## src/sli_status_led_dummy_guard.sv

```systemverilog
/*
 * sli_status_led_dummy_guard: holds no logic; the indicator block is
 * the top module and its blinker helper.
 * Assumes nothing of its surroundings.
 */

```

## src/sli_pkg.sv

```systemverilog
/*
 * sli_pkg: shared constants for the status indicator block: timing,
 * register offsets, field positions, reset values and state codes.
 * Assumes a single 200 MHz system clock and a word-aligned register port.
 */
package sli_pkg;

    // ------------------------------------------------------------------
    // timing
    // ------------------------------------------------------------------
    localparam int CLK_MHZ        = 200;    // system clock rate
    localparam int TICK_US        = 1000;   // timebase tick, microseconds
    localparam int TICK_CYCLES    = TICK_US * CLK_MHZ; // cycles per tick
    localparam int MS_W           = 11;     // width of ms counters
    localparam int HB_PERIOD_MS   = 1000;   // heartbeat repeat
    localparam int HB_ON_MS       = 100;    // heartbeat flash length
    localparam int FL_PERIOD_MS   = 1000;   // status flash repeat
    localparam int FL_ON_MS       = 500;    // status flash lit time
    localparam int BURST_ON_MS    = 200;    // one error flash
    localparam int BURST_GAP_MS   = 300;    // dark gap between flashes
    localparam int BURST_PAUSE_MS = 1500;   // dark pause between bursts

    // ------------------------------------------------------------------
    // register port and map
    // ------------------------------------------------------------------
    localparam int ADDR_W = 8;
    localparam int DATA_W = 32;
    localparam logic [7:0] REG_CTRL     = 8'h00;
    localparam logic [7:0] REG_STATUS   = 8'h04;
    localparam logic [7:0] REG_IRQ_ST   = 8'h08;
    localparam logic [7:0] REG_IRQ_MASK = 8'h0C;
    localparam logic [7:0] REG_HIST_CNT = 8'h10;
    localparam logic [7:0] REG_HIST0    = 8'h14;  // four words follow

    // control fields
    localparam int CTRL_PWR_OFF   = 0;      // power indicator dark
    localparam int CTRL_FAULT_CLR = 1;      // write one: clear error
    localparam logic CTRL_PWR_OFF_RST = 1'h0;

    // status fields
    localparam int ST_ERR       = 0;        // error latched
    localparam int ST_CLASS_LSB = 4;        // error class, 3 bits
    localparam int ST_EVER_CONN = 8;        // first connection seen
    localparam int ST_EO_TO     = 9;        // owner timeout pending

    // interrupt bits
    localparam int IRQ_W    = 4;
    localparam int IRQ_ERR  = 0;            // error recorded
    localparam int IRQ_WD   = 1;            // watchdog fault rose
    localparam int IRQ_EOTO = 2;            // owner connection timeout
    localparam int IRQ_CONN = 3;            // connection came up
    localparam logic [3:0] IRQ_MASK_RST = 4'h0;

    // error history
    localparam int HIST_DEPTH = 4;
    localparam int HIST_IW    = 2;
    localparam int CODE_W     = 16;

    // error classes shown as flash counts
    localparam int CLASS_W = 3;
    localparam logic [2:0] ERR_GENERAL  = 3'h1;
    localparam logic [2:0] ERR_VOLTAGE  = 3'h2;
    localparam logic [2:0] ERR_TEMP     = 3'h3;
    localparam logic [2:0] ERR_OVERCUR  = 3'h4;
    localparam logic [2:0] ERR_CTRL     = 3'h5;
    localparam logic [2:0] ERR_WATCHDOG = 3'h6;

    // error burst sequencer
    typedef enum logic [1:0] {
        BST_IDLE  = 2'b00,
        BST_ON    = 2'b01,
        BST_GAP   = 2'b10,
        BST_PAUSE = 2'b11
    } sli_burst_t;

endpackage : sli_pkg

```

## src/sli_blinker.sv

```systemverilog
/*
 * sli_blinker: periodic on/off wave paced by a millisecond tick.
 * Assumes ms_tick is a one-cycle pulse synchronous to sys_clk.
 */
`timescale 1ns/1ps
module sli_blinker #(
    parameter int PERIOD_MS = 1000,         // full cycle length
    parameter int ON_MS     = 100           // lit part at start of cycle
) (
    // clock and reset
    input  wire logic sys_clk,
    input  wire logic rst,
    // timebase
    input  wire logic ms_tick,
    // wave out
    output logic      wave
);
    import sli_pkg::*;

    logic [MS_W-1:0] ms_cnt;                 // position in the cycle
    wire             at_end = (ms_cnt == MS_W'(PERIOD_MS - 1));
    wire [MS_W-1:0]  next_ms_cnt = at_end ? '0 : ms_cnt + 1'b1;

    // ------------------------------------------------------------------
    // counter and wave register
    // ------------------------------------------------------------------
    // wave is registered so the LED pins never see a decode glitch
    always_ff @(posedge sys_clk or posedge rst) begin
        if (rst) begin
            ms_cnt <= '0;
            wave   <= 1'b0;
        end else if (ms_tick) begin
            ms_cnt <= next_ms_cnt;
            wave   <= (next_ms_cnt < MS_W'(ON_MS));
        end
    end

endmodule : sli_blinker

```

## src/sli_status_led.sv

```systemverilog
/*
 * sli_status_led: drives the power, module and network indicators of a
 * motor controller from internal status flags, records error codes and
 * offers a small register port with a masked interrupt.
 * Assumes all inputs are synchronous to sys_clk; event inputs are
 * one-cycle pulses; each LED is a green/red pair driven active high.
 */
// The placing of the registers and strobed register access were left to the implementer.
`timescale 1ns/1ps
module sli_status_led #(
    parameter int TICK_CYCLES = sli_pkg::TICK_CYCLES // cycles per ms
) (
    // clock and reset
    input  wire logic                        sys_clk,
    input  wire logic                        rst,
    // error reports
    input  wire logic                        err_valid,
    input  wire logic [sli_pkg::CLASS_W-1:0] err_class,
    input  wire logic [sli_pkg::CODE_W-1:0]  err_detail,
    // module condition
    input  wire logic                        configured,
    input  wire logic                        minor_fault,
    input  wire logic                        wd_fault,
    // network condition
    input  wire logic                        ip_configured,
    input  wire logic                        conn_up,
    input  wire logic                        eo_timeout,
    input  wire logic                        eo_all_up,
    // register port
    input  wire logic [sli_pkg::ADDR_W-1:0]  bus_addr,
    input  wire logic [sli_pkg::DATA_W-1:0]  bus_wdata,
    input  wire logic                        bus_wr,
    input  wire logic                        bus_rd,
    output logic      [sli_pkg::DATA_W-1:0]  bus_rdata,
    // interrupt
    output logic                             irq,
    // indicators
    output logic                             pwr_green,
    output logic                             pwr_red,
    output logic                             mod_green,
    output logic                             mod_red,
    output logic                             net_green,
    output logic                             net_red
);
    import sli_pkg::*;

    // ------------------------------------------------------------------
    // millisecond timebase
    // ------------------------------------------------------------------
    localparam int TW = $clog2(TICK_CYCLES + 1);
    logic [TW-1:0] tick_cnt;                 // cycles inside current ms
    logic          ms_tick;                  // one pulse per ms
    wire           tick_end = (tick_cnt == TW'(TICK_CYCLES - 1));
    // free-running prescaler; all blink timing hangs off this one tick
    always_ff @(posedge sys_clk or posedge rst) begin
        if (rst) begin
            tick_cnt <= '0;
            ms_tick  <= 1'b0;
        end else begin
            tick_cnt <= tick_end ? '0 : tick_cnt + 1'b1;
            ms_tick  <= tick_end;
        end
    end

    // ------------------------------------------------------------------
    // wave generators
    // ------------------------------------------------------------------
    logic hb_wave;                           // short heartbeat flash
    logic fl_wave;                           // even status flash
    sli_blinker #(
        .PERIOD_MS (HB_PERIOD_MS),
        .ON_MS     (HB_ON_MS)
    ) u_heartbeat (
        .sys_clk (sys_clk),
        .rst     (rst),
        .ms_tick (ms_tick),
        .wave    (hb_wave)
    );
    sli_blinker #(
        .PERIOD_MS (FL_PERIOD_MS),
        .ON_MS     (FL_ON_MS)
    ) u_flash (
        .sys_clk (sys_clk),
        .rst     (rst),
        .ms_tick (ms_tick),
        .wave    (fl_wave)
    );

    // ------------------------------------------------------------------
    // register decode
    // ------------------------------------------------------------------
    logic                ctrl_pwr_off;       // power indicator dark
    logic [IRQ_W-1:0]    irq_st;             // sticky events
    logic [IRQ_W-1:0]    irq_mask;           // event enables
    logic                err_latched;        // an error is pending
    logic [CLASS_W-1:0]  err_class_q;        // class being flashed
    logic [CODE_W-1:0]   hist_mem [HIST_DEPTH]; // detailed codes
    logic [HIST_IW-1:0]  hist_wp;            // next history slot
    logic [7:0]          hist_cnt;           // errors seen, saturating
    logic                ever_conn;          // first connection seen
    logic                eo_lat;             // owner timeout pending
    logic                conn_q;             // conn_up last cycle
    logic                wd_q;               // wd_fault last cycle
    wire       wr_ctrl   = bus_wr && (bus_addr == REG_CTRL);
    wire       wr_irq_st = bus_wr && (bus_addr == REG_IRQ_ST);
    wire       wr_mask   = bus_wr && (bus_addr == REG_IRQ_MASK);
    wire       fault_clr = wr_ctrl && bus_wdata[CTRL_FAULT_CLR];
    wire [7:0] hist_off  = bus_addr - REG_HIST0;
    wire       hist_hit  = (hist_off[7:4] == 4'h0) &&
                           (hist_off[1:0] == 2'h0);
    wire [HIST_IW-1:0] hist_ri = hist_off[3:2];
    // status word assembled from live state
    wire [DATA_W-1:0] status_word =
        (DATA_W'(err_latched) << ST_ERR)       |
        (DATA_W'(err_class_q) << ST_CLASS_LSB) |
        (DATA_W'(ever_conn)   << ST_EVER_CONN) |
        (DATA_W'(eo_lat)      << ST_EO_TO);
    // read selection; unmapped addresses read as zero
    wire [DATA_W-1:0] next_rdata =
        (bus_addr == REG_CTRL)     ? DATA_W'(ctrl_pwr_off) :
        (bus_addr == REG_STATUS)   ? status_word :
        (bus_addr == REG_IRQ_ST)   ? DATA_W'(irq_st) :
        (bus_addr == REG_IRQ_MASK) ? DATA_W'(irq_mask) :
        (bus_addr == REG_HIST_CNT) ? DATA_W'(hist_cnt) :
        hist_hit                   ? DATA_W'(hist_mem[hist_ri]) :
                                     '0;
    // read data stand only in the cycle after the strobe
    always_ff @(posedge sys_clk or posedge rst) begin
        if (rst) begin
            bus_rdata <= '0;
        end else begin
            bus_rdata <= bus_rd ? next_rdata : '0;
        end
    end
    // control and mask registers
    always_ff @(posedge sys_clk or posedge rst) begin
        if (rst) begin
            ctrl_pwr_off <= CTRL_PWR_OFF_RST;
            irq_mask     <= IRQ_MASK_RST;
        end else begin
            if (wr_ctrl) ctrl_pwr_off <= bus_wdata[CTRL_PWR_OFF];
            if (wr_mask) irq_mask     <= bus_wdata[IRQ_W-1:0];
        end
    end

    // ------------------------------------------------------------------
    // error capture and history
    // ------------------------------------------------------------------
    // out-of-range classes fall back to general so a burst always ends
    wire class_ok = (err_class >= ERR_GENERAL) &&
                    (err_class <= ERR_WATCHDOG);
    wire [CLASS_W-1:0] next_class = class_ok ? err_class : ERR_GENERAL;
    // a new error in the clearing cycle wins over the clear
    always_ff @(posedge sys_clk or posedge rst) begin
        if (rst) begin
            err_latched <= 1'b0;
            err_class_q <= ERR_GENERAL;
        end else if (err_valid) begin
            err_latched <= 1'b1;
            err_class_q <= next_class;
        end else if (fault_clr) begin
            err_latched <= 1'b0;
        end
    end
    // circular history: the oldest code is overwritten when full
    always_ff @(posedge sys_clk or posedge rst) begin
        if (rst) begin
            hist_mem <= '{default: '0};
            hist_wp  <= '0;
            hist_cnt <= '0;
        end else if (err_valid) begin
            hist_mem[hist_wp] <= err_detail;
            hist_wp  <= hist_wp + 1'b1;
            if (hist_cnt != 8'hFF) hist_cnt <= hist_cnt + 1'b1;
        end
    end

    // ------------------------------------------------------------------
    // network state and event edges
    // ------------------------------------------------------------------
    // timeout latch: a fresh timeout beats re-establishment
    wire next_eo_lat = eo_timeout || (eo_lat && !eo_all_up);
    wire conn_rise   = conn_up && !conn_q;
    wire wd_rise     = wd_fault && !wd_q;
    always_ff @(posedge sys_clk or posedge rst) begin
        if (rst) begin
            eo_lat    <= 1'b0;
            ever_conn <= 1'b0;
            conn_q    <= 1'b0;
            wd_q      <= 1'b0;
        end else begin
            eo_lat    <= next_eo_lat;
            conn_q    <= conn_up;
            wd_q      <= wd_fault;
            if (conn_up && ip_configured) ever_conn <= 1'b1;
        end
    end

    // ------------------------------------------------------------------
    // interrupt status
    // ------------------------------------------------------------------
    wire [IRQ_W-1:0] irq_ev = {conn_rise, eo_timeout, wd_rise, err_valid};
    wire [IRQ_W-1:0] irq_clr = wr_irq_st ? bus_wdata[IRQ_W-1:0] : '0;
    // write one clears; an event in the same cycle keeps its bit set
    always_ff @(posedge sys_clk or posedge rst) begin
        if (rst) begin
            irq_st <= '0;
        end else begin
            irq_st <= (irq_st & ~irq_clr) | irq_ev;
        end
    end
    assign irq = |(irq_st & irq_mask);

    // ------------------------------------------------------------------
    // error burst sequencer
    // ------------------------------------------------------------------
    sli_burst_t         burst_st;            // burst phase
    sli_burst_t         next_burst_st;
    logic [MS_W-1:0]    burst_ms;            // ms inside current phase
    logic [CLASS_W-1:0] flash_idx;           // flashes done this burst
    wire on_done    = ms_tick && (burst_ms == MS_W'(BURST_ON_MS - 1));
    wire gap_done   = ms_tick && (burst_ms == MS_W'(BURST_GAP_MS - 1));
    wire pause_done = ms_tick && (burst_ms == MS_W'(BURST_PAUSE_MS - 1));
    wire last_flash = (flash_idx + 1'b1) == err_class_q;
    // phase decode; the pause is five gaps long so bursts stand apart
    always_comb begin
        next_burst_st = burst_st;
        case (burst_st)
            BST_IDLE:  if (err_latched) next_burst_st = BST_ON;
            BST_ON:    if (on_done) begin
                next_burst_st = last_flash ? BST_PAUSE : BST_GAP;
            end
            BST_GAP:   if (gap_done) next_burst_st = BST_ON;
            BST_PAUSE: if (pause_done) next_burst_st = BST_ON;
            default:   next_burst_st = BST_IDLE;
        endcase
        // a new error restarts the burst, so a smaller class never
        // inherits a flash count already past its own number
        if (!err_latched || err_valid) next_burst_st = BST_IDLE;
    end
    // phase timer restarts on every phase change
    always_ff @(posedge sys_clk or posedge rst) begin
        if (rst) begin
            burst_st  <= BST_IDLE;
            burst_ms  <= '0;
            flash_idx <= '0;
        end else begin
            burst_st <= next_burst_st;
            if (next_burst_st != burst_st) burst_ms <= '0;
            else if (ms_tick) burst_ms <= burst_ms + 1'b1;
            if (next_burst_st == BST_IDLE || burst_st == BST_PAUSE)
                flash_idx <= '0;
            else if (on_done && (burst_st == BST_ON)) // only the end of an on phase counts
                flash_idx <= flash_idx + 1'b1;
        end
    end

    // ------------------------------------------------------------------
    // indicator selection
    // ------------------------------------------------------------------
    wire pwr_lit      = !ctrl_pwr_off;
    wire next_pwr_g   = pwr_lit && !err_latched && hb_wave;
    wire next_pwr_r   = pwr_lit && err_latched &&
                        (burst_st == BST_ON);
    // module: watchdog, minor, start-up, standby, ready in that order
    wire next_mod_g = wd_fault    ? 1'b0 :
                      minor_fault ? 1'b0 :
                      !ever_conn  ? fl_wave :
                      !configured ? fl_wave :
                                    1'b1;
    wire next_mod_r = wd_fault    ? 1'b1 :
                      minor_fault ? fl_wave :
                      !ever_conn  ? !fl_wave :
                                    1'b0;
    // network: start-up alternates colours, so it reads unlike standby
    wire next_net_g = !ip_configured ? 1'b0 :
                      eo_lat         ? 1'b0 :
                      !ever_conn     ? fl_wave :
                      !conn_up       ? fl_wave :
                                       1'b1;
    wire next_net_r = !ip_configured ? 1'b0 :
                      eo_lat         ? fl_wave :
                      !ever_conn     ? !fl_wave :
                                       1'b0;
    // pins are registered so each one is a clean flip-flop output
    always_ff @(posedge sys_clk or posedge rst) begin
        if (rst) begin
            {pwr_green, pwr_red} <= 2'h0;
            {mod_green, mod_red} <= 2'h0;
            {net_green, net_red} <= 2'h0;
        end else begin
            {pwr_green, pwr_red} <= {next_pwr_g, next_pwr_r};
            {mod_green, mod_red} <= {next_mod_g, next_mod_r};
            {net_green, net_red} <= {next_net_g, next_net_r};
        end
    end

    // ------------------------------------------------------------------
    // assertions
    // ------------------------------------------------------------------
    normal_green_a: assert property (@(posedge sys_clk) disable iff (rst)
        !err_latched |=> !pwr_red)
        else $error("power red without a pending error");
    error_red_a: assert property (@(posedge sys_clk) disable iff (rst)
        err_valid |=> ##1 !pwr_green [*3])
        else $error("power green after an error");
    burst_count_a: assert property (@(posedge sys_clk) disable iff (rst)
        (burst_st == BST_ON) |-> (flash_idx < err_class_q))
        else $error("more flashes than the error class");
    hist_store_a: assert property (@(posedge sys_clk) disable iff (rst)
        err_valid |=> (hist_mem[$past(hist_wp)] == $past(err_detail)) &&
                      (hist_wp == $past(hist_wp) + 1'b1))
        else $error("error code not stored in history");
    pwr_dark_a: assert property (@(posedge sys_clk) disable iff (rst)
        ctrl_pwr_off |=> !pwr_green && !pwr_red)
        else $error("power indicator lit while switched off");
    startup_alt_a: assert property (@(posedge sys_clk) disable iff (rst)
        (!ever_conn && !wd_fault && !minor_fault) |=> (mod_green != mod_red))
        else $error("module not alternating before connection");
    mod_ready_a: assert property (@(posedge sys_clk) disable iff (rst)
        (configured && ever_conn && !minor_fault && !wd_fault)
        |=> mod_green && !mod_red)
        else $error("module not steady green when ready");
    mod_minor_a: assert property (@(posedge sys_clk) disable iff (rst)
        (minor_fault && !wd_fault) |=> !mod_green)
        else $error("module green during minor fault");
    mod_wd_a: assert property (@(posedge sys_clk) disable iff (rst)
        wd_fault |=> mod_red && !mod_green)
        else $error("module not steady red on watchdog");
    net_off_a: assert property (@(posedge sys_clk) disable iff (rst)
        !ip_configured |=> !net_green && !net_red)
        else $error("network lit without an address");
    net_steady_a: assert property (@(posedge sys_clk) disable iff (rst)
        (ip_configured && conn_up && ever_conn && !eo_lat)
        |=> net_green && !net_red)
        else $error("network not steady green when connected");
    net_timeout_a: assert property (@(posedge sys_clk) disable iff (rst)
        (ip_configured && eo_timeout) |=> ##1 !net_green)
        else $error("network green after owner timeout");
    eo_hold_a: assert property (@(posedge sys_clk) disable iff (rst)
        (eo_lat && !eo_all_up) |=> eo_lat)
        else $error("timeout cleared before owners returned");

endmodule : sli_status_led

```

## config.mk

```make
export PLATFORM = sky130hd
export DESIGN_NAME = sli_status_led
export DESIGN_NICKNAME = d
export VERILOG_FILES = /design/src/sli_status_led_dummy_guard.sv /design/src/sli_pkg.sv /design/src/sli_blinker.sv /design/src/sli_status_led.sv
export SDC_FILE = /design/constraint.sdc
export NUM_CORES = 1
export LEC_CHECK = 0
export BUFFER_PORTS_ARGS = -buffer_cell sky130_fd_sc_hd__buf_4
export CAP_MARGIN = 10
export CORE_ASPECT_RATIO = 0.8
export CORE_MARGIN = 5
export CORE_UTILIZATION = 52
export DETAILED_ROUTE_END_ITERATION = 10
export GPL_ROUTABILITY_DRIVEN = 0
export PLACE_DENSITY = 0.76
export SLEW_MARGIN = 20
export SYNTH_ARGS = -nofsm -noshare
export SYNTH_HDL_FRONTEND = slang
export SYNTH_SLANG_ARGS = --single-unit
```

## constraint.sdc

```tcl
create_clock -name sys_clk -period 5.8 [get_ports sys_clk]
set_input_delay 1.16 -clock sys_clk [delete_from_list [all_inputs] [get_ports sys_clk]]
set_output_delay 1.16 -clock sys_clk [all_outputs]
set_load 0.005 [all_outputs]
```

=== Word-level counts from Yosys, hierarchy flattened ===
Cells that the tools add are included.

* Output and inout port bits: 39
* Register bits: 172
* Input bits: 71
* Word-level logic and storage cells: 153

* Bitwise operators: 9
* Add/subtract/negate cells: 8
* Multiplexer cells: 44
* Equal/unequal tests: 16
* Magnitude comparators: 7
* Reduce and logical (&&, ||, !) cells: 38

{| class="wikitable"
|+ Operators with widths
! operator !! count
|-
| $mux W16 || 10
|-
| $bwmux W64 || 1
|-
| $mux W11 || 4
|-
| $add A11 B1 Y11 const B || 3
|-
| $bmux W16 S2 || 1
|-
| $demux W16 S2 || 1
|-
| $eq A11 B10 Y1 const B || 2
|-
| $logic_and A1 B1 Y1 || 19
|-
| $add A18 B1 Y18 const B || 1
|-
| $eq A18 B18 Y1 const B || 1
|-
| $mux W18 || 1
|-
| $eq A8 B4 Y1 const B || 2
|-
| $mux W1 || 16
|-
| $eq A11 B11 Y1 const B || 1
|-
| $eq A11 B8 Y1 const B || 1
|-
| $eq A11 B9 Y1 const B || 1
|-
| $lt A11 B7 Y1 const B || 1
|-
| $lt A11 B9 Y1 const B || 1
|-
| $mux W2 || 5
|-
| $or A9 B10 Y10 || 1
|-
| $mux W3 || 3
|-
| $or A7 B9 Y9 || 1
|-
| $add A8 B1 Y8 const B || 1
|-
| $and A4 B4 Y4 || 2
|-
| 28 further kinds || 42
|}

=== Depth between registers and ports, before layout ===
Gate-level depths: netlist of the first run.

* Word-level depth: 12
* Depth in mapped cells: 10
* Mapped depth without buffers: 7

=== By module ===
From an unflattened synthesis of the first run, not the netlist that was laid out.

* Cell total of the unflattened synthesis: 732
* Area, all modules: 8572.0 µm²

{| class="wikitable"
|+ Modules (own cells, without submodules)
! module !! area each (µm²) !! instances !! cells an instance
|-
| sli_status_led || 7050.5 || 1 || 571
|-
| sli_blinker at u_flash || 762.0 || 1 || 83
|-
| sli_blinker at u_heartbeat || 759.5 || 1 || 78
|}

=== Least setup slack after synthesis of the first run ===
OpenSTA, ideal clock, no wires.

* Kind: input -> register
* From: in bus_addr[2] (netlist name)
* To: reg bus_rdata[7] (netlist name)
* Path buffers: 4
* Setup time: 0.130 ns
* Cell stages on the path: 9
* Arrival: 3.251 ns
* Slack: 2.419 ns
* Path through: buf_2 -> buf_2 -> inv_1 -> ha_1 -> clkbuf_1 -> clkbuf_1 -> mux4_2 -> a22oi_1 -> nor2_1

* Cells in the longest elaborated chain, start to end: 12
* Elaborated cells on any way between the ends: 19
* Those cells by class: 1 x add/sub; 4 x eq/ne; 10 x mux; 1 x bitwise; 3 x reduce/logical

{| class="wikitable"
|+ Ends and longest elaborated chain
! item !! line !! RTL
|-
| start, declared || sli_status_led.sv:30 || <nowiki>input wire logic [sli_pkg::ADDR_W-1:0] bus_addr,</nowiki>
|-
| $sub A8 B5 Y8 || sli_status_led.sv:108 || <nowiki>wire [7:0] hist_off = bus_addr - REG_HIST0;</nowiki>
|-
| $not A2 Y3 (not written as such) || sli_status_led.sv:125 || <nowiki>hist_hit ? DATA_W'(hist_mem[hist_ri]) :</nowiki>
|-
| $bmux W16 S2 || sli_status_led.sv:125 ||
|-
| $mux W16 (not written as such) (2 in series) || sli_status_led.sv:125 ||
|-
| $mux W16 || sli_status_led.sv:125 ||
|-
| $mux W16 || sli_status_led.sv:124 || <nowiki>(bus_addr == REG_HIST_CNT) ? DATA_W'(hist_cnt) :</nowiki>
|-
| $mux W16 || sli_status_led.sv:123 || <nowiki>(bus_addr == REG_IRQ_MASK) ? DATA_W'(irq_mask) :</nowiki>
|-
| $mux W16 || sli_status_led.sv:122 || <nowiki>(bus_addr == REG_IRQ_ST) ? DATA_W'(irq_st) :</nowiki>
|-
| $mux W16 || sli_status_led.sv:121 || <nowiki>(bus_addr == REG_STATUS) ? status_word :</nowiki>
|-
| $mux W16 * || sli_status_led.sv:120 || <nowiki>(bus_addr == REG_CTRL) ? DATA_W'(ctrl_pwr_off) :</nowiki>
|-
| $mux W16 * || sli_status_led.sv:132 || <nowiki>bus_rdata <= bus_rd ? next_rdata : '0;</nowiki>
|-
| end signal, assigned || sli_status_led.sv:132 ||
|-
| end, declared || sli_status_led.sv:34 || <nowiki>output logic [sli_pkg::DATA_W-1:0] bus_rdata,</nowiki>
|}

Mark *: on every way between the ends. The rest lies on a longest branch, timed or not. The select of a mux whose other input is x is not followed.
A chain may end at the register's enable or synchronous reset.

=== Final worst setup path of the first run ===
* From: in bus_addr[2] (netlist name)
* To: reg bus_rdata[0] (netlist name)

Same word-level chain as after synthesis.

==> impl_summary.txt, run 1 <==
----------------------------------------------------
[Die]
  Height of the die ... 123 um
  Die Wd ... 151 um
  Area enclosed by the die boundary ... 18,600 sq um
  Effective utilization at floorplan ... 0.528
  Number of core rows ... 41
  Total I/O pin count ... 110
  Floorplan Core Area ... 15,700 sq um

[Power and ir drop]
  Net Sw Frac ... 0.256
  Power density of the placed cells ... 365 nW/um^2
  Max IR drop VDD ... 244 uV
  Fraction of power consumed by the clock network ... 0.341
  Total net switching power ... 0.000891 W
  Leakage power summed over all cells ... 4.25 nW
  Proportion of power drawn by flip-flops and latches ... 0.469
  Logic gate share of total power ... 0.190
  Int Pwr ... 0.00259 W

[CTS]
  Maximum level of the CTS H-tree ... 4
  Post-CTS Hold Fix Bufs ... 0
  Num Clock Sinks ... 172
  CTS-repair resized insts ... 0
  Number of buffers created by CTS ... 17
  Clock transition at the registers of the reported paths ... 0.06 ns
  CTS tree ... yes
  Setup bufs post-CTS ... 0
  Worst-Skew Late Latency ... 0.42 ns
  Clock root buffer ... clkbuf_16
  Clk buf depth ... 2

[Yosys]
  Share of synthesized registers carrying an async set or reset ... 1.00
  Post-synth top area share ... 0.515
  Synthesized area per cell ... 11.6 sq um
  Number of warnings issued by yosys ... 0
  Largest cells by area after synthesis ... dfrtp_1, mux2_2, mux4_2
  Number of distinct standard cells referenced by the synthesized netlist ... 74
  Number of enable-type register cells in the synthesized netlist ... 0
  #FFs+latches synth ... 172
  Commonest cells post-synth ... dfrtp_1, mux2_2, nand2_1
  Main flop type after synthesis ... dfrtp_1
  Summed instance area of the synthesized netlist ... 8310 sq um
  Most repeated cell in the gate-level netlist after synthesis ... dfrtp_1
  Cell accounting for the most synthesized area ... dfrtp_1
  Number of instances in the synthesized netlist ... 716
  Share of synthesized area occupied by flip-flops and latches ... 0.518

[Global route]
  Wire length of the first global-routing pass ... 29,100 um
  Overall Global Routing Usage ... 0.197
  Via count of the first global-routing pass ... 5,739
  Number of antenna violations at the first check in global routing ... 0
  Largest net degree at the start of global routing ... 163
  Overflow left after global routing ... 0

[Placed design]
  HPWL after detailed placement ... 11,900 um
  Total instance count after detailed placement ... 971
  Quantity of I/O buffers inserted on ports ... 65
  Placed cell areas ... 8920 sq um

[STA]
  Maximum clock rate ... 329 MHz
  Final setup skew ... 0.00882 ns
  Crit path time final ... 3.04 ns
  Setup repair after global routing missed its margin ... no
  # setup viols final ... 0
  Slew headroom ... 0.419
  Hold violation total from the final report ... 0
  Slew at the pin with the worst max-slew slack ... 0.872 ns
  Setup TNS ... 0 ns
  Post-route clock period utilization ... 0.524
  Final-report max-slew violation count ... 0
  Worst hold margin ... 0.488 ns

[Routing]
  Number of DRC violations after detailed routing ... 0
  Final routed wirelength across all metal layers ... 17,600 um
  Vias per std cell ... 5.70
  DRT iter0 DRCs ... 605
  Number of nets with antenna violations after routing ... 0
  Average detailed-routed wire length per instance ... 17.5 um
  Number of optimization iterations in the first detailed-route pass ... 7
  Count of vias placed by the detailed router ... 5,713

[Worst setup path]
  Capturing element type of the critical path ... register
  Data required time of the worst path ... 6.09 ns
  Critical path fanouts, max ... 21
  Arrival time of the worst setup path ... 3.33 ns
  Startpoint types ... input port
  Start-to-end type of the worst setup path ... in -> reg

[Layout]
  Area growth syn-to-layout ... 14.8%
  Share of post-route cells with drive strength above 1 ... 0.254
  Ant. Diodes ... 0
  Non-filler instance count after layout ... 1,002
  Post-route standard cell area excluding fillers ... 9540 sq um
  Post-layout nets ... 860

[Hold path]
  Class of the worst hold path ... reg -> reg

[Outcome]
  Status ... complete, no violations

[Job]
  Max-capacitance violation count ... 0

----------------------------------------------------
## worst paths after layout
path	start	endpoint	slack, ns	depth (start not counted)
setup / recovery	bus_addr[2]	bus_rdata[0]	2.76	6
hold / removal	tick_cnt[0]	tick_cnt[0]	0.49	1
setup reg to reg	ms_tick	burst_ms[5]	3.48	6
hold reg to reg	tick_cnt[0]	tick_cnt[0]	0.49	1
max in group asynchronous	rst	u_flash.ms_cnt[10]	4.00	3
min in group asynchronous	rst	tick_cnt[4]	0.68	2
## metrics by stage
stage / util / total power [W] / worst slack, ns
floorplan: - / 0.00211 / 2.42
global placement: 0.566 / 0.00224 / 2.33
detailed placement: 0.566 / 0.00231 / 2.27
CTS: 0.606 / 0.00351 / 2.73
global route: 0.606 / 0.00364 / 2.60
finish: 0.606 / 0.00348 / 2.76
## registers in the layout, indices dropped and copies added (netlist names), 2 cells and up
| signal | count |
|---|---|
| irq_mask | 4 |
| irq_st | 4 |
| hist_mem | 64 |
| bus_rdata | 16 |
| u_heartbeat.ms_cnt | 11 |
| err_class_q | 3 |
| u_flash.ms_cnt | 11 |
| burst_st | 2 |
| tick_cnt | 18 |
| hist_wp | 2 |
| burst_ms | 11 |
| hist_cnt | 8 |
| flash_idx | 3 |
## critical path: stages
cell and delay, ns:
buf_4 0.34, inv_1 0.11, ha_1 0.84, mux4_2 0.43
a222oi_1 0.28, o21ai_0 0.15
## layout by cell type (no fill, tap or decap), types with 17 or more instances in the layout
cell,synthesis,final
o21ai_0,29,29
buf_4,18,67
nand3_1,21,21
clkbuf_16,0,17
dfrtp_1,171,171
xor2_1,24,24
mux2_2,71,71
nor2_1,48,48
inv_1,24,23
xnor2_1,22,22
nand2_1,57,57
## layout make-up
class / count / area [sq um]
Tap cell: 215 / 269
Inverter: 24 / 93.8
Timing Repair Buffer: 68 / 523
Clock inverter: 8 / 131
Sequential cell: 172 / 4310
Multi-Input combinational cell: 492 / 3730
Clock buffer: 23 / 488
Fill cell: 1239 / 6210
## kinds of logic after synthesis
| logic type | share of synthesized area |
|---|---|
| adders and majority gates | 0.0211 |
| xor gates and xnor gates | 0.0485 |
| DFF | 0.518 |
| and+or+nand+nor | 0.143 |
| muxes | 0.142 |
| buffers and inverters | 0.0405 |
| AOI/OAI and AO/OA | 0.0867 |
| other | 0.000451 |
## power by group through the flow
stage	registers [W]	logic [W]	clock network, W
after floorplan	0.00159	0.000521	0
after global placement	0.00161	0.000622	0
after detailed placement	0.00165	0.000662	0
after CTS	0.00163	0.000669	0.00121
after global routing	0.00166	0.000721	0.00126
final	0.00163	0.000661	0.00119
## layer usage
layer | routed length, um | up-vias | GRT usage
met5 | 0 | - | 0
met4 | 201 | 0 | 0.0510
met3 | 978 | 23 | 0.0425
met2 | 8530 | 166 | 0.321
met1 | 7860 | 2854 | 0.272
li1 | - | 2670 | -
Note: power is estimated with default switching activity, not from simulation.
==> run 2, diff against run 1 <==
--- a/config.mk
+++ b/config.mk
@@ -9,10 +9,10 @@
 export CAP_MARGIN = 10
 export CORE_ASPECT_RATIO = 0.8
 export CORE_MARGIN = 5
-export CORE_UTILIZATION = 52
+export CORE_UTILIZATION = 58
 export DETAILED_ROUTE_END_ITERATION = 10
 export GPL_ROUTABILITY_DRIVEN = 0
-export PLACE_DENSITY = 0.76
+export PLACE_DENSITY = 0.8
 export SLEW_MARGIN = 20
 export SYNTH_ARGS = -nofsm -noshare
 export SYNTH_HDL_FRONTEND = slang
==> constraint.sdc (replaced) <==
create_clock -name sys_clk -period 2.8 [get_ports sys_clk]
set_input_delay 0.56 -clock sys_clk [delete_from_list [all_inputs] [get_ports sys_clk]]
set_output_delay 0.56 -clock sys_clk [all_outputs]
set_load 0.005 [all_outputs]
==> run 2 against run 1 <==
Compared with the run above:
- routed wire length is 1.5% higher
- first-iteration DRC count is 12% lower
- combinational power is 110% higher
- highest routed layer unchanged
==> impl_summary.txt, run 2 (synthesized netlist as in run 1, its figures left out) <==
----------------------------------------------------
[CTS]
  Clock transition at the registers of the reported paths ... 0.07 ns (about the same)
  Setup bufs post-CTS ... 0 (unchanged)
  Number of buffers created by CTS ... 17 (unchanged)
  CTS tree ... yes
  Clk buf depth ... 2 (unchanged)
  Clock root buffer ... clkbuf_16
  Post-CTS Hold Fix Bufs ... 0 (unchanged)
  Maximum level of the CTS H-tree ... 4 (unchanged)
  Worst-Skew Late Latency ... 0.43 ns (about the same)
  CTS-repair resized insts ... 0 (unchanged)
  Num Clock Sinks ... 172 (unchanged)

[STA]
  Setup TNS ... 0 ns (unchanged)
  Slew at the pin with the worst max-slew slack ... 0.789 ns (-0.0831 ns)
  Hold violation total from the final report ... 0 (unchanged)
  Slew headroom ... 0.467 (+0.0480)
  Final-report max-slew violation count ... 0 (unchanged)
  # setup viols final ... 0 (unchanged)
  Setup slack after layout ... 0.645 ns (-2.11 ns)
  Crit path time final ... 2.15 ns
  Post-route clock period utilization ... 0.769
  Final setup skew ... 0.0105 ns (+0.00173 ns)
  Maximum clock rate ... 464 MHz
  Setup repair after global routing missed its margin ... no

[Layout]
  Area of combinational cells with multiple inputs ... 3730 sq um (-0.13%)
  Area growth syn-to-layout ... 14.5%
  Post-layout nets ... 871 (+1.3%)
  Share of post-route cells with drive strength above 1 ... 0.264 (+0.00995)
  Sequential cell area ... 4310 sq um (unchanged)
  Total of fill cells in the finished design ... 1,021 (-18%)
  Most frequent standard cell in the layout excluding fill and tap cells ... dfrtp_1
  Ant. Diodes ... 0 (unchanged)
  Number of flip-flops under the largest register name ... 64 (unchanged)
  Commonest cells after routing, fill and taps aside ... dfrtp_1, buf_4, mux2_2
  Register with the most flip-flops ... hist_mem
  Top Registers ... hist_mem x64, tick_cnt x18, bus_rdata x16

[Die]
  Number of core rows ... 39 (-4.9%)
  Effective utilization at floorplan ... 0.587 (+0.0596)
  Area enclosed by the die boundary ... 16,800 sq um (-9.6%)
  Height of the die ... 117 um (-4.9%)
  Die Wd ... 144 um (-5.0%)
  Total I/O pin count ... 110 (unchanged)
  Floorplan Core Area ... 14,200 sq um (-10%)

[Global route]
  Met3 usage in global routing ... 0.0617 (+0.0192)
  Number of antenna violations at the first check in global routing ... 0 (unchanged)
  Global routing usage on met2 ... 0.372 (+0.0514)
  Global routing's busiest layer ... met2
  Via count of the first global-routing pass ... 6,052 (+5.5%)
  Overall Global Routing Usage ... 0.225 (+0.0279)
  Largest net degree at the start of global routing ... 47 (-71%)
  Fraction of met1 tracks used by global routing ... 0.297 (+0.0245)
  Overflow left after global routing ... 0 (unchanged)
  Wire length of the first global-routing pass ... 29,900 um (+2.7%)

[Worst setup path]
  Count of buffer and inverter cells on the critical path ... 0 (-2)
  Startpoint types ... register
  Critical path's top delay family ... compound AO/OA/AOI/OAI gates
  Ordered list of cells on the worst path ... ha_1 -> and3b_1 -> and4_1 -> o21ai_0 -> o311a_1 -> nor3_1
  Data required time of the worst path ... 3.09 ns (-3.00 ns)
  Start-to-end type of the worst setup path ... reg -> reg
  Slowest stage delay, CP ... 0.52 ns (-0.32 ns)
  Capturing element type of the critical path ... register
  Critical path fanouts, max ... 11 (-48%)
  Arrival time of the worst setup path ... 2.44 ns (-0.89 ns)
  Slowest CP cell ... o311a_1
  Reg-to-reg setup timing slack ... 0.65 ns (-2.83 ns)

[Routing]
  Final routed wirelength across all metal layers ... 17,800 um (+1.5%)
  Number of nets with antenna violations after routing ... 0 (unchanged)
  DRT iter0 DRCs ... 535 (-12%)
  Vias per std cell ... 5.97 (+4.7%)
  Number of optimization iterations in the first detailed-route pass ... 6 (-1)
  Average detailed-routed wire length per instance ... 18.1 um (+3.4%)
  Number of DRC violations after detailed routing ... 0 (unchanged)
  Count of vias placed by the detailed router ... 5,870 (+2.7%)

[Placed design]
  Quantity of I/O buffers inserted on ports ... 65 (unchanged)
  HPWL after detailed placement ... 12,400 um (+4.2%)
  Placement Setup Slack ... 0.373 ns (-1.89 ns)

[Power and ir drop]
  Leakage power summed over all cells ... 4.28 nW (+0.49%)
  Max IR drop VDD ... 558 uV (+130%)
  Power density of the placed cells ... 730 nW/um^2 (+100%)

[Outcome]
  Status ... complete, no violations

[Job]
  Max-capacitance violation count ... 0 (unchanged)

[Hold path]
  Class of the worst hold path ... in -> async

----------------------------------------------------
==> run 2: changes by cell type in the layout (fill, tap and decap cells not counted) <==
| cell | delta |
|---|---|
| buf_4 | +10 |
| clkbuf_8 | -4 |
| clkinv_4 | +4 |
| bufinv_16 | -3 |
| inv_6 | +2 |
| buf_12 | +1 |
| clkinv_2 | +1 |
| inv_8 | +1 |
| nor3_1 | +1 |
| nor3_2 | -1 |
==> run 2: layout make-up <==
cell class,count,share of cell area
Inverter,24,0.00986
Clock inverter,13,0.0116
Sequential cell,172,0.452
Timing Repair Buffer,79,0.0649
Multi-Input combinational cell,492,0.392
Clock buffer,19,0.0455
Tap cell,184,0.0242
==> run 2: worst paths after layout <==
check                      depth (start not counted)             to        start
max                                                6    burst_ms[0]  burst_ms[0]
min                                                2  bus_rdata[11]          rst
max reg2reg                                        6    burst_ms[0]  burst_ms[0]
min reg2reg                                        1      net_green       eo_lat
max in group asynchronous                          3     hist_wp[1]          rst
min in group sys_clk                               1           wd_q     wd_fault
==> run 2: worst reg2reg max path, stage by stage, from the launching register on <==
cell,delay [ns]
dfrtp_1,0.42
ha_1,0.26
and3b_1,0.21
and4_1,0.23
o21ai_0,0.25
o311a_1,0.52
nor3_1,0.12
==> run 2: where the power goes <==
part           total [W]  switching (W)  leakage [nW]  internal (W)
logic            0.00141       0.000571          1.83      0.000839
clock network    0.00216        0.00100         0.261       0.00116
registers        0.00338       0.000336          2.18       0.00304
==> run 2: per-layer routing <==
| metal | vias up | share of wire |
|---|---|---|
| met5 | - | 0 |
| met4 | 0 | 0.015 |
| met3 | 28 | 0.067 |
| met2 | 183 | 0.49 |
| met1 | 2948 | 0.43 |
| li1 | 2711 | - |
==> run 2: metrics by stage <==
step	utilization	total power, W	instances	instance area, sq um	hold slack (ns)
2_1_floorplan	-	0.00437	731	8370	0.448
3_3_place_gp	0.634	0.00466	951	8970	0.470
3_5_place_dp	0.634	0.00481	951	8970	0.480
4_1_cts	0.673	0.00699	983	9520	0.190
5_1_grt	0.673	0.00729	983	9520	0.224
6_report	0.673	0.00695	983	9520	0.193
